`config.mk`:
```
export PLATFORM = sky130hd
export DESIGN_NAME = tatr_turnaround
export DESIGN_NICKNAME = d
export VERILOG_FILES = /design/src/hw/tatr_pkg.sv /design/src/hw/tatr_turnaround.sv
export SDC_FILE = /design/constraint.sdc
export NUM_CORES = 1
export LEC_CHECK = 0
export BUFFER_PORTS_ARGS = -buffer_cell sky130_fd_sc_hd__buf_2
export CAP_MARGIN = 30
export CORE_UTILIZATION = 45
export CTS_BUF_LIST = sky130_fd_sc_hd__clkbuf_16
export DETAILED_ROUTE_END_ITERATION = 8
export PLACE_DENSITY = 0.64
export SYNTH_ARGS = -nofsm -noshare
export SYNTH_HDL_FRONTEND = slang
export SYNTH_SLANG_ARGS = --single-unit
```
`constraint.sdc`:
```
create_clock -name clk -period 5.5 [get_ports clk]
set_clock_uncertainty 0.15 [all_clocks]
set_input_delay 0.825 -clock clk [delete_from_list [all_inputs] [get_ports clk]]
set_output_delay 0.825 -clock clk [all_outputs]
set_load 0.05 [all_outputs]
```
`src/hw/tatr_pkg.sv`:
```
package tatr_pkg;

  // transaction speed of the link
  typedef enum logic [1:0] {
    TATR_FS,
    TATR_LS,
    TATR_HS
  } tatr_speed_t;

  localparam int TATR_CNT_W = 10;

  // turn-around limits in bit times; the real figures belong to the phy
  // layer, so these are plain defaults to be overridden per product
  localparam logic [TATR_CNT_W-1:0] TATR_TURN_FS_BITS = 10'h012;
  localparam logic [TATR_CNT_W-1:0] TATR_TURN_LS_BITS = 10'h012;
  localparam logic [TATR_CNT_W-1:0] TATR_TURN_HS_BITS = 10'h2e0;

  // bit times with no transition that mark a stuck bus; one more than the
  // worst-case six-bit stuff spacing so live data never looks stuck
  localparam logic [3:0] TATR_QUIET_BITS = 4'h7;

endpackage : tatr_pkg

```
`src/hw/tatr_turnaround.sv`:
```
`timescale 1ns/10ps
`default_nettype none
// How it works
// - errors shown only by missing acknowledgement
// - fs/ls timer: eop end to sop
// - hs timer: squelch entry to exit
// - no response before limit: transmission failed
// - device times token-data and data-handshake gaps
// - corrupted data: no response, await token
// - awaited handshake missing: end by timeout
// - false eop never causes a collision
// - false eop seen as crc failure
// - fs/ls stuck bus at frame end: loa
// - fs/ls activity past frame end: babble
// - hs unsquelched at microframe end: babble
// - offending port disabled at frame end
module tatr_turnaround #(
  parameter logic [tatr_pkg::TATR_CNT_W-1:0] TURN_FS =
    tatr_pkg::TATR_TURN_FS_BITS,
  parameter logic [tatr_pkg::TATR_CNT_W-1:0] TURN_LS =
    tatr_pkg::TATR_TURN_LS_BITS,
  parameter logic [tatr_pkg::TATR_CNT_W-1:0] TURN_HS =
    tatr_pkg::TATR_TURN_HS_BITS
) (
  input wire logic clk,                       // 50 MHz
  input wire logic reset_n,                   // async, active low
  input wire logic dPlusIn,                   // d+ pin level
  input wire logic dMinusIn,                  // d- pin level
  input wire logic squelchIn,                 // hs lines at squelch
  input wire tatr_pkg::tatr_speed_t speedSel, // transaction speed
  input wire logic bitTick,                   // one per bit time
  input wire logic armTurn,                   // expect a response next
  input wire logic rxCrcBad,                  // data packet corrupted
  input wire logic tokenSeen,                 // valid token received
  input wire logic hsReq,                     // engine wants handshake
  input wire logic frameEnd,                  // (micro)frame boundary
  input wire logic portEnable,                // re-enable the port
  output logic respStart,                     // response began
  output logic respTimeout,                   // turn-around expired
  output logic timerBusy,                     // timer counting
  output logic respSuppress,                  // hold all responses
  output logic hsGo,                          // send the handshake
  output logic babbleDet,                     // babble at frame end
  output logic loaDet,                        // loss of activity
  output logic portDisable                    // port shut off
);
  import tatr_pkg::*;

  typedef enum logic [1:0] {TA_IDLE, TA_ARMED, TA_TIMING} tatr_state_t;

  function automatic logic isJ(input logic dp, input logic dm,
                               input logic ls);
    isJ = ls ? (!dp && dm) : (dp && !dm);
  endfunction : isJ

  function automatic logic isK(input logic dp, input logic dm,
                               input logic ls);
    isK = ls ? (dp && !dm) : (!dp && dm);
  endfunction : isK

  logic dpS1_q, dpS2_q, dpP_q;
  logic dmS1_q, dmS2_q, dmP_q;
  logic sqS1_q, sqS2_q, sqP_q;
  tatr_state_t state_q, state_d;
  logic [TATR_CNT_W-1:0] cnt_q, cnt_d;
  logic [3:0] quiet_q;
  logic inPkt_q;
  logic busy_q;
  logic respStart_q, respTimeout_q, suppress_q, hsGo_q;
  logic babble_q, loa_q, portOff_q;

  // pins cross in through two stages; the third stage is the edge history
  always_ff @(posedge clk or negedge reset_n) begin
    if (!reset_n) begin
      // history starts at fs/hs idle j (ls k), so release shows no false eop edge
      {dpS1_q, dpS2_q, dpP_q} <= 3'h7;
      {dmS1_q, dmS2_q, dmP_q} <= 3'h0;
      {sqS1_q, sqS2_q, sqP_q} <= 3'h7;
    end else begin
      {dpS1_q, dpS2_q, dpP_q} <= {dPlusIn, dpS1_q, dpS2_q};
      {dmS1_q, dmS2_q, dmP_q} <= {dMinusIn, dmS1_q, dmS2_q};
      {sqS1_q, sqS2_q, sqP_q} <= {squelchIn, sqS1_q, sqS2_q};
    end
  end

  wire logic lowSpd = (speedSel == TATR_LS);
  wire logic highSpd = (speedSel == TATR_HS);
  wire logic se0Prev = !dpP_q && !dmP_q;
  wire logic se0Now = !dpS2_q && !dmS2_q;
  wire logic jPrev = isJ(dpP_q, dmP_q, lowSpd);
  wire logic jNow = isJ(dpS2_q, dmS2_q, lowSpd);
  wire logic kNow = isK(dpS2_q, dmS2_q, lowSpd);
  wire logic eopEdge = se0Prev && jNow;
  wire logic sopEdge = jPrev && kNow;
  wire logic sqEnter = sqS2_q && !sqP_q;
  wire logic sqLeave = !sqS2_q && sqP_q;
  wire logic endEdge = highSpd ? sqEnter : eopEdge;
  wire logic startEdge = highSpd ? sqLeave : sopEdge;
  wire logic lineMoved = (dpS2_q != dpP_q) || (dmS2_q != dmP_q);
  wire logic [TATR_CNT_W-1:0] turnLimit =
    highSpd ? TURN_HS : (lowSpd ? TURN_LS : TURN_FS);
  wire logic [TATR_CNT_W-1:0] cntNext = cnt_q + 10'h001;
  wire logic timedOut = bitTick && (cntNext >= turnLimit);

  // one timer serves both gaps: the engine arms it after token->data and
  // after data->handshake; start and stop follow the line itself
  always_comb begin
    state_d = state_q;
    cnt_d = cnt_q;
    unique case (state_q)
      TA_IDLE: begin
        if (armTurn) begin
          state_d = TA_ARMED;
        end
      end
      TA_ARMED: begin
        if (endEdge) begin
          state_d = TA_TIMING;
          cnt_d = '0;
        end
      end
      TA_TIMING: begin
        if (startEdge) begin
          state_d = TA_IDLE;
        end else if (timedOut) begin
          state_d = TA_IDLE;
        end else if (bitTick) begin
          cnt_d = cntNext;
        end
      end
    endcase
  end

  always_ff @(posedge clk or negedge reset_n) begin
    if (!reset_n) begin
      state_q <= TA_IDLE;
      cnt_q <= '0;
      respStart_q <= 1'b0;
      respTimeout_q <= 1'b0;
      busy_q <= 1'b0;
    end else begin
      state_q <= state_d;
      cnt_q <= cnt_d;
      busy_q <= (state_d == TA_TIMING);
      respStart_q <= (state_q == TA_TIMING) && startEdge;
      respTimeout_q <= (state_q == TA_TIMING) && !startEdge && timedOut;
    end
  end

  // a corrupted packet gets no answer at all; a false eop may still have
  // the far end talking, so staying silent until a token avoids collision
  always_ff @(posedge clk or negedge reset_n) begin
    if (!reset_n) begin
      suppress_q <= 1'b0;
      hsGo_q <= 1'b0;
    end else begin
      suppress_q <= rxCrcBad || (suppress_q && !tokenSeen);
      hsGo_q <= hsReq && !suppress_q && !rxCrcBad;
    end
  end

  // frame-end watchdog for a packet still in flight
  wire logic stuck = (quiet_q == TATR_QUIET_BITS) && !se0Now;
  wire logic hsBad = highSpd && !sqS2_q;
  wire logic fsLoa = !highSpd && inPkt_q && stuck;
  wire logic fsBabble = !highSpd && inPkt_q && !stuck;
  wire logic offend = frameEnd && (hsBad || fsLoa || fsBabble);

  always_ff @(posedge clk or negedge reset_n) begin
    if (!reset_n) begin
      inPkt_q <= 1'b0;
      quiet_q <= '0;
      babble_q <= 1'b0;
      loa_q <= 1'b0;
      portOff_q <= 1'b0;
    end else begin
      if (sopEdge && !highSpd) begin
        inPkt_q <= 1'b1;
      end else if (eopEdge || highSpd) begin
        inPkt_q <= 1'b0;
      end
      if (lineMoved) begin
        quiet_q <= '0;
      end else if (bitTick && quiet_q != TATR_QUIET_BITS) begin
        quiet_q <= quiet_q + 4'h1;
      end
      babble_q <= frameEnd && (hsBad || fsBabble);
      loa_q <= frameEnd && fsLoa;
      // set beats a simultaneous re-enable
      portOff_q <= offend || (portOff_q && !portEnable);
    end
  end

  assign respStart = respStart_q;
  assign respTimeout = respTimeout_q;
  assign timerBusy = busy_q;
  assign respSuppress = suppress_q;
  assign hsGo = hsGo_q;
  assign babbleDet = babble_q;
  assign loaDet = loa_q;
  assign portDisable = portOff_q;
endmodule : tatr_turnaround
`default_nettype wire

```
==> results.md, run 1 <==
## Placed design
- **total of buffers placed on input and output ports** 21
- **minimum setup slack after placement** 2180 ps
- **Post-DP Area** 1960 sq um
- **detailed-placement wirelength estimate** 2600 um
- **routability congestion estimate from global placement** 0.914

## Yosys
- **cell accounting for the most synthesized area** dfrtp_1
- **sequential-to-total area share from yosys stat** 47.5%
- **Mean Syn Cell Area** 10.4 sq um
- **total of flip-flops plus latches after synthesis** 34
- **number of library cell types mapped by synthesis** 46
- **async set or reset register ratio after synthesis** 100%
- **primary flip-flop cell chosen by synthesis mapping** dfrtp_1
- **synthesized netlist net count** 198
- **most frequent cell after synthesis** dfrtp_1
- **area share of the largest cell type after synthesis** 38.8%
- **ranking of synthesized cells by area** dfrtp_1, dfstp_2, ha_1, mux2i_1, nand2_1
- **EDFF count, synth** 0
- **leading post-synthesis cells by instance count** dfrtp_1, nand2_1, inv_1, ha_1, nor2_1
- **count of yosys warnings during synthesis** 0
- **Synth Instances** 174
- **area of the mapped netlist** 1810 sq um

## Timing
- **count of pins over their slew limit** 0
- **Total Neg Setup Slack** 0 ps
- **Tightest Pin Transition** 736 ps
- **post-route clock period utilization** 55.7%
- **Final Hold Violating Endpoints** 0
- **RSZ-0062 raised after global routing** false
- **final setup vio count** 0
- **worst slack on hold paths** 197 ps
- **Tmin final** 3060 ps
- **worst relative slew slack** 50.9%
- **smallest setup slack after layout** 2440 ps
- **timing-limited maximum frequency** 327 MHz

## Finish
- **Reg with most FFs** cnt_q
- **largest registers** cnt_q (10), quiet_q (4), state_q (2)
- **Largest register FFs** 10
- **post-layout instance area** 2130 sq um
- **Synth-to-Final Area Change** 17.9%
- **number of fill cells** 346
- **Ant. Diodes** 0
- **Final Net Count** 225
- **ratio of cells with drive above 1 in the final layout** 20.3%

## Hold path
- **type of the tightest min-delay check** reg2reg
- **hold endpoint** dmS2_q
- **Hold Crit Depth** 0
- **worst min-delay path startpoint** dmS1_q

## Power and ir drop
- **VDD IR-drop max** 0.000202 V
- **leakage power summed over all cells** 0.000987 uW
- **cell area power density** 333 nW/um^2

## Clocking
- **root buffer selected by CTS** clkbuf_16
- **clock sinks** 34
- **post-CTS setup buffers** 0
- **clock latency at the later pin of the worst-skew pair** 270 ps
- **H-tree Lvls** 2
- **clock-pin slew reported for the worst setup and hold paths after clock tree synthesis** 50 ps
- **CTS tree** built
- **number of buffers inserted during clock tree synthesis** 5
- **Post-CTS Hold Fix Bufs** 0
- **post-CTS sizing** 0
- **clk buf depth** 2

## Route
- **average wire per standard cell** 13.5 um
- **Initial DRC Count** 64
- **count of TritonRoute iterations in the first routing pass** 4
- **routed wire length** 3380 um
- **Post-DRT Antenna Nets** 0
- **Via Count** 1348
- **final routed DRC violation total** 0
- **ratio of routed vias to standard cells** 5.39

## Run
- **total of max-cap violations** 0

## Outcome
- **run status** finished, final reports clean

## Global route
- **wire length of the first global-routing pass** 5900 um
- **Total Routing Usage GR** 18.6%
- **via count of the first global-routing pass** 1419
- **pin count of the biggest net entering global routing** 35
- **remaining global-route overflow** 0
- **antenna violations before repair** 0

## Setup path
- **maximum fanout along the worst path** 8
- **required time worst endpoint** 5530 ps
- **type of the setup path with the least slack** reg2reg
- **Register-to-Register Setup Slack** 2440 ps
- **data arrival time of the critical path** 3100 ps
- **reg2reg path depth** 11
- **worst reg2reg path startpoint** cnt_q[2]
- **category of the worst setup path capture point** flop
- **R2R Path End** cnt_q[4]
- **Startpoint Class** flop

## Die
- **Die Outline Area** 4270 sq um
- **Std-Cell Core Area** 3740 sq um
- **vertical die dimension** 65.4 um
- **die extent in x** 65.4 um
- **initial standard-cell utilization of the core** 48.3%
- **io pins** 22
- **standard-cell row count** 22

==> placed cells by master, fill, tap and decap left out, types with 2 or more instances in the layout <==
cell type and n:
dfrtp_1 28, buf_2 21, nand2_1 18, inv_1 12, nor2_1 10, ha_1 10, a21oi_1 9, mux2i_1 8
nand3_1 7, xnor2_1 7, nor3_1 6, dfstp_2 6, and2_1 5, clkbuf_16 5, nand2b_1 3, xor2_1 3
o21ai_0 3, and3_1 2, nand3b_1 2, nor3b_1 2, nand3_2 2, a2111o_1 2, o22ai_1 2, o21a_1 2
mux2_1 2, clkinv_2 2
==> per-layer routing <==
metal	GRT usage [%]	vias up	routed length, um
li1	-	663	-
met1	20.6	649	1540
met2	31.2	28	1620
met3	6.08	8	141
met4	10.3	0	78
met5	0	-	0
==> worst max-delay path by stage <==
stage	slack, ps	cells past startpoint	endpoint	startpoint
after floorplan	2610	9	cnt_q[5]	speedSel[0]
after global placement	2280	10	cnt_q[6]	speedSel[0]
after detailed placement	2180	9	cnt_q[6]	speedSel[0]
after CTS	2460	10	cnt_q[6]	speedSel[0]
after global routing	2240	11	cnt_q[6]	cnt_q[2]
final	2440	11	cnt_q[4]	cnt_q[2]
==> metrics by stage <==
step,util (%),power (uW),instances
final,56.9,709,250
after global routing,56.9,741,250
after CTS,56.9,715,250
after detailed placement,52.5,403,242
after global placement,52.5,398,242
after floorplan,-,368,174
==> cell families (layout without fill, tap and decap cells) <==
| family | after synthesis | count (layout) | synth area share, % |
|---|---|---|---|
| and+or+nand+nor | 66 | 66 | 19.7 |
| DFF | 34 | 34 | 47.5 |
| AOI/OAI and AO/OA | 29 | 29 | 11.1 |
| buffers and inverters | 14 | 42 | 3.32 |
| xor gates and xnor gates | 11 | 11 | 5.75 |
| adders and majority gates | 10 | 10 | 6.93 |
| muxes | 10 | 10 | 5.68 |
==> power breakdown <==
| group | leakage [uW] | total [uW] | internal (uW) | switching [uW] |
|---|---|---|---|---|
| sequential | 0.000439 | 282 | 269 | 13.8 |
| combinational | 0.000465 | 117 | 43.5 | 73.5 |
| clock | 0.0000836 | 309 | 212 | 97.8 |
==> final cells by class <==
class	count	area [sq um]	share of cell area [%]
Sequential cell	34	858	40.3
Multi-Input combinational cell	126	888	41.7
Clock buffer	5	125	5.88
Tap cell	48	60.1	2.82
Timing Repair Buffer	22	113	5.29
Inverter	12	45.0	2.12
Clock inverter	3	40.0	1.88
==> worst max-delay path, stage by stage, from the launching register on <==
cell and delay [ps]:
dfrtp_1 450, nand3_1 150, nor2_1 200, nand2_1 120, xnor2_1 180, ha_1 270, a211o_1 300, o22ai_1 100
o311ai_1 170, buf_4 210, or4_1 460, a21boi_0 210
No activity file was read; power rests on OpenSTA's default activity.
==> inputs of run 2 (changes only) <==
clock period = 3.2 ns   (was 5.5 ns; I/O delays follow)
==> results.md, run 2 (same netlist as run 1, synthesis figures left out) <==
## Outcome
- **run status** finished, final reports clean

## Placed design
- **routability congestion estimate from global placement** 0.914, about the same
- **total of buffers placed on input and output ports** 21, unchanged
- **detailed-placement wirelength estimate** 2500 um, -3.8%

## Clocking
- **clk buf depth** 2, unchanged
- **clock-pin slew reported for the worst setup and hold paths after clock tree synthesis** 50 ps, about the same
- **H-tree Lvls** 2, unchanged
- **number of buffers inserted during clock tree synthesis** 5, unchanged
- **CTS tree** built
- **root buffer selected by CTS** clkbuf_16
- **clock sinks** 34, unchanged
- **clock latency at the later pin of the worst-skew pair** 280 ps, about the same
- **post-CTS setup buffers** 0, unchanged
- **Post-CTS Hold Fix Bufs** 0, unchanged
- **post-CTS sizing** 0, unchanged

## Finish
- **top library cells by usage in the layout, fill and taps aside** dfrtp_1, buf_2, nand2_1, inv_1
- **Largest register FFs** 10, unchanged
- **Synth-to-Final Area Change** 19.6%
- **Ant. Diodes** 0, unchanged
- **most frequent standard cell in the layout excluding fill and tap cells** dfrtp_1
- **end-of-flow core utilization** 57.7%, +0.84 points
- **ratio of cells with drive above 1 in the final layout** 20.3%, unchanged
- **Reg with most FFs** cnt_q
- **largest registers** cnt_q (10), quiet_q (4), state_q (2)
- **Final Net Count** 225, unchanged

## Setup path
- **maximum fanout along the worst path** 6, -2
- **slowest CP cell** a2111o_1
- **category of the worst setup path capture point** flop
- **required time worst endpoint** 3200 ps, -2330 ps
- **most frequent CP cell** ha_1
- **type of the setup path with the least slack** reg2reg
- **CP max stage delay** 450 ps, about the same
- **Startpoint Class** flop
- **crit-path cells** ha_1, nand3_1, xnor2_1, ha_1, o221ai_1, a2111o_1, o311ai_2, nor2_2, mux2_1
- **data arrival time of the critical path** 2940 ps, -160 ps

## Route
- **Via Count** 1347, -0.074%
- **routed wire length** 3420 um, +1.0%
- **average wire per standard cell** 13.7 um, +1.0%
- **final routed DRC violation total** 0, unchanged
- **count of TritonRoute iterations in the first routing pass** 4, unchanged
- **ratio of routed vias to standard cells** 5.39, about the same
- **Post-DRT Antenna Nets** 0, unchanged
- **Initial DRC Count** 47, -27%

## Global route
- **wire length of the first global-routing pass** 5950 um, +0.81%
- **Total Routing Usage GR** 18.8%, +0.19 points
- **remaining global-route overflow** 0, unchanged
- **pin count of the biggest net entering global routing** 35, unchanged
- **via count of the first global-routing pass** 1329, -6.3%
- **GR Layer Usage met3** 5.21%, -0.87 points
- **met1 usage** 23.9%, +3.4 points
- **antenna violations before repair** 0, unchanged
- **most used routing layer** met2
- **GRT met2 Usage** 29.3%, -1.9 points

## Die
- **initial standard-cell utilization of the core** 48.3%, unchanged
- **die extent in x** 65.4 um, unchanged
- **standard-cell row count** 22, unchanged
- **Die Outline Area** 4270 sq um, unchanged
- **vertical die dimension** 65.4 um, unchanged
- **Std-Cell Core Area** 3740 sq um, unchanged
- **io pins** 22, unchanged

## Power and ir drop
- **cell area power density** 599 nW/um^2, +80%
- **VDD IR-drop max** 0.000411 V, +100%
- **leakage power summed over all cells** 0.000997 uW, +1.0%

## Timing
- **final setup vio count** 0, unchanged
- **worst relative slew slack** 51.8%, +0.86 points
- **Total Neg Setup Slack** 0 ps, unchanged
- **timing-limited maximum frequency** 340 MHz, +4.1%
- **Tmin final** 2940 ps, -122 ps
- **worst slack on hold paths** 110 ps, -87.1 ps
- **Final Hold Violating Endpoints** 0, unchanged
- **post-route clock period utilization** 91.9%, +36 points
- **count of pins over their slew limit** 0, unchanged
- **Tightest Pin Transition** 723 ps, -12.9 ps
- **RSZ-0062 raised after global routing** false

## Hold path
- **type of the tightest min-delay check** in2async

## Run
- **total of max-cap violations** 0, unchanged

-- run 2: cell count changes in the layout (fill, tap and decap cells not counted), sizes merged --
cell    previous run  this run
clkinv             2         1
bufinv             1         2
-- run 2: final timing paths --
check	start	slack, ps	end	cells after the start
min	reset_n	110	quiet_q[2]	1
min in group clk	squelchIn	150	sqS1_q	1
max	cnt_q[0]	260	cnt_q[6]	9
max reg2reg	cnt_q[0]	260	cnt_q[6]	9
min reg2reg	sqS1_q	200	sqS2_q	0
max in group asynchronous	reset_n	2330	cnt_q[7]	1
-- run 2: power by group --
group	internal [uW]	total, uW	switching (uW)
Combinational	74.7	200	125
Sequential	462	487	24.8
Clock	443	608	165
Total	979	1290	315
-- run 2: metrics by stage --
step / setup slack, ps / area [sq um] / cells / power, uW
3_5_place_dp: 196 / 1960 / 242 / 690
4_1_cts: 164 / 2150 / 250 / 1310
2_1_floorplan: 557 / 1810 / 174 / 633
6_report: 260 / 2160 / 250 / 1290
5_1_grt: 56.0 / 2160 / 250 / 1360
3_3_place_gp: 313 / 1960 / 242 / 680
-- run 2: worst max-delay path, delay by kind of cell (launching register included) --
family / cells / cell delay [ps]
AO/OA/AOI/OAI: 3 / 740
multiplexers: 1 / 350
flip-flops: 1 / 440
AND/OR/NAND/NOR: 2 / 370
adder cells (fa/ha/maj): 2 / 570
XOR/XNOR: 1 / 200
-- run 2: per-layer routing --
layer	vias up	share of wire, %
li1	667	-
met2	30	47
met5	-	0
met4	0	1.8
met1	644	47
met3	6	4.2
-- run 2: area by class of cell --
cell class                 instances  area (sq um)
fill                             333          1580
multi-input combinational        126           896
sequential                        34           858
clock buffer                       5           125
timing repair buffer              22           113
clock inverter                     3          63.8
tap                               48          60.1
inverter                          12          45.0
==> inputs of run 3 (changes only) <==
CORE_ASPECT_RATIO = 1.2   (was unset)
==> results.md, run 3 (same netlist as run 1, synthesis figures left out) <==
## Setup path
- **maximum fanout along the worst path** 10, +4
- **category of the worst setup path capture point** flop
- **Startpoint Class** flop
- **Register-to-Register Setup Slack** 230 ps, -30 ps
- **startpoint of the worst setup timing path** cnt_q[2]
- **worst reg2reg path startpoint** cnt_q[2]
- **type of the setup path with the least slack** reg2reg
- **data arrival time of the critical path** 3010 ps, +70 ps
- **required time worst endpoint** 3240 ps, +40 ps

## Die
- **standard-cell row count** 24, +9.1%
- **vertical die dimension** 71.4 um, +9.2%
- **io pins** 22, unchanged
- **initial standard-cell utilization of the core** 48.5%, +0.26 points
- **Std-Cell Core Area** 3720 sq um, -0.53%
- **Die Outline Area** 4270 sq um, about the same
- **die extent in x** 59.8 um, -8.5%

## Power and ir drop
- **cell area power density** 535 nW/um^2, -11%
- **Int Power** 815 uW, -17%
- **final total power** 1130 uW, -13%
- **net switching power** 312 uW, -0.81%
- **switching power as a share of total power** 27.7%, +3.4 points
- **leakage power summed over all cells** 0.000970 uW, -2.7%
- **share of total power in the clock network** 39.5%, -7.5 points
- **VDD IR-drop max** 0.000313 V, -24%
- **Combinational Power Share** 17.5%, +2.1 points
- **Reg power frac** 42.9%, +5.3 points

## Finish
- **top library cells by usage in the layout, fill and taps aside** dfrtp_1, buf_2, nand2_1, inv_1
- **Ant. Diodes** 0, unchanged
- **number of fill cells** 357, +7.2%
- **Final Net Count** 225, unchanged
- **most frequent standard cell in the layout excluding fill and tap cells** dfrtp_1
- **largest registers** cnt_q (10), quiet_q (4), state_q (2)
- **Synth-to-Final Area Change** 16.6%
- **Reg with most FFs** cnt_q
- **area used by sequential logic in the layout** 858 sq um, unchanged
- **Largest register FFs** 10, unchanged
- **footprint of the multi-input gates** 888 sq um, -0.84%
- **end-of-flow core utilization** 56.6%, -1.2 points
- **post-layout instance area** 2110 sq um, -2.5%
- **ratio of cells with drive above 1 in the final layout** 18.8%, -1.5 points

## Route
- **WL met2** 1630 um, +1.8%
- **Via Count** 1340, -0.52%
- **average wire per standard cell** 13.1 um, -4.0%
- **count of TritonRoute iterations in the first routing pass** 4, unchanged
- **Initial DRC Count** 56, +19%
- **routed length on met1** 1520 um, -5.8%
- **Post-DRT Antenna Nets** 0, unchanged
- **detailed-routed wire length on met3** 109 um, -23%
- **top routing layer in use** met4
- **final routed DRC violation total** 0, unchanged
- **routed wire length** 3330 um, -2.5%
- **ratio of routed vias to standard cells** 5.28, -2.1%

## Global route
- **antenna violations before repair** 0, unchanged
- **pin count of the biggest net entering global routing** 35, unchanged
- **wire length of the first global-routing pass** 5870 um, -1.3%
- **via count of the first global-routing pass** 1310, -1.4%
- **Total Routing Usage GR** 18.5%, -0.31 points
- **remaining global-route overflow** 0, unchanged

## Placed design
- **routability congestion estimate from global placement** 0.837, -8.4%
- **detailed-placement wirelength estimate** 2480 um, -0.97%
- **total of buffers placed on input and output ports** 21, unchanged
- **Post-DP Area** 1970 sq um, +0.26%

## Timing
- **Tightest Pin Transition** 759 ps, +35.6 ps
- **final setup vio count** 0, unchanged
- **Total Neg Setup Slack** 0 ps, unchanged
- **timing-limited maximum frequency** 337 MHz, -0.85%
- **count of pins over their slew limit** 0, unchanged
- **Final Hold Violating Endpoints** 0, unchanged
- **RSZ-0062 raised after global routing** false
- **post-route clock period utilization** 92.7%, +0.79 points
- **worst relative slew slack** 49.4%, -2.4 points
- **Tmin final** 2970 ps, +25.2 ps

## Clocking
- **CTS tree** built
- **post-CTS setup buffers** 0, unchanged
- **Post-CTS Hold Fix Bufs** 0, unchanged
- **post-CTS sizing** 0, unchanged
- **clk buf depth** 2, unchanged
- **clock-pin slew reported for the worst setup and hold paths after clock tree synthesis** 50 ps, about the same
- **number of buffers inserted during clock tree synthesis** 5, unchanged
- **root buffer selected by CTS** clkbuf_16
- **H-tree Lvls** 2, unchanged
- **clock latency at the later pin of the worst-skew pair** 270 ps, about the same
- **clock sinks** 34, unchanged

## Outcome
- **run status** finished, final reports clean

## Hold path
- **type of the tightest min-delay check** in2async

## Run
- **total of max-cap violations** 0, unchanged

[run 3: changes by cell type in the layout (fill, tap and decap cells not counted), sizes merged]
cell    change
bufinv      -2
clkinv      +2
[run 3: layout make-up]
cell class | count | area share (%)
tap | 52 | 3.09
clock inverter | 3 | 0.535
timing repair buffer | 22 | 5.35
clock buffer | 5 | 5.94
multi-input combinational | 126 | 42.2
inverter | 12 | 2.14
sequential | 34 | 40.8
[run 3: final timing paths]
path,to,cells past startpoint
max,cnt_q[4],11
min,state_q[1],1
max reg2reg,cnt_q[4],11
min reg2reg,dmS2_q,0
max in group asynchronous,babbleDet,1
min in group clk,dpS1_q,1
[run 3: stage by stage]
| step | worst slack [ps] | cells | hold slack (ps) |
|---|---|---|---|
| floorplan | 557 | 174 | 34.4 |
| global placement | 317 | 246 | 190 |
| detailed placement | 198 | 246 | 188 |
| CTS | 234 | 254 | 146 |
| global route | 12.3 | 254 | 151 |
| finish | 235 | 254 | 128 |
[run 3: worst max-delay path, stage by stage, from the launching register on]
cell      delay (ps)
dfrtp_1          430
nand3_1          130
nor2_1           190
nand2_1          120
xnor2_1          140
ha_1             300
a211o_1          290
o22ai_1          130
o311ai_1         160
buf_4            200
or4_1            470
a21boi_0         180
[run 3: per-layer routing]
| layer | up-vias | GRT usage (%) |
|---|---|---|
| met3 | 6 | 4.15 |
| met2 | 29 | 28.4 |
| li1 | 671 | - |
| met5 | - | 0 |
| met1 | 634 | 24.4 |
| met4 | 0 | 8.79 |
[run 3: power groups by stage]
stage	registers (uW)	logic (uW)	clock network [uW]
2_1_floorplan	506	127	0
3_3_place_gp	490	193	0
3_5_place_dp	491	199	0
4_1_cts	484	200	455
5_1_grt	489	222	469
6_report	484	198	446
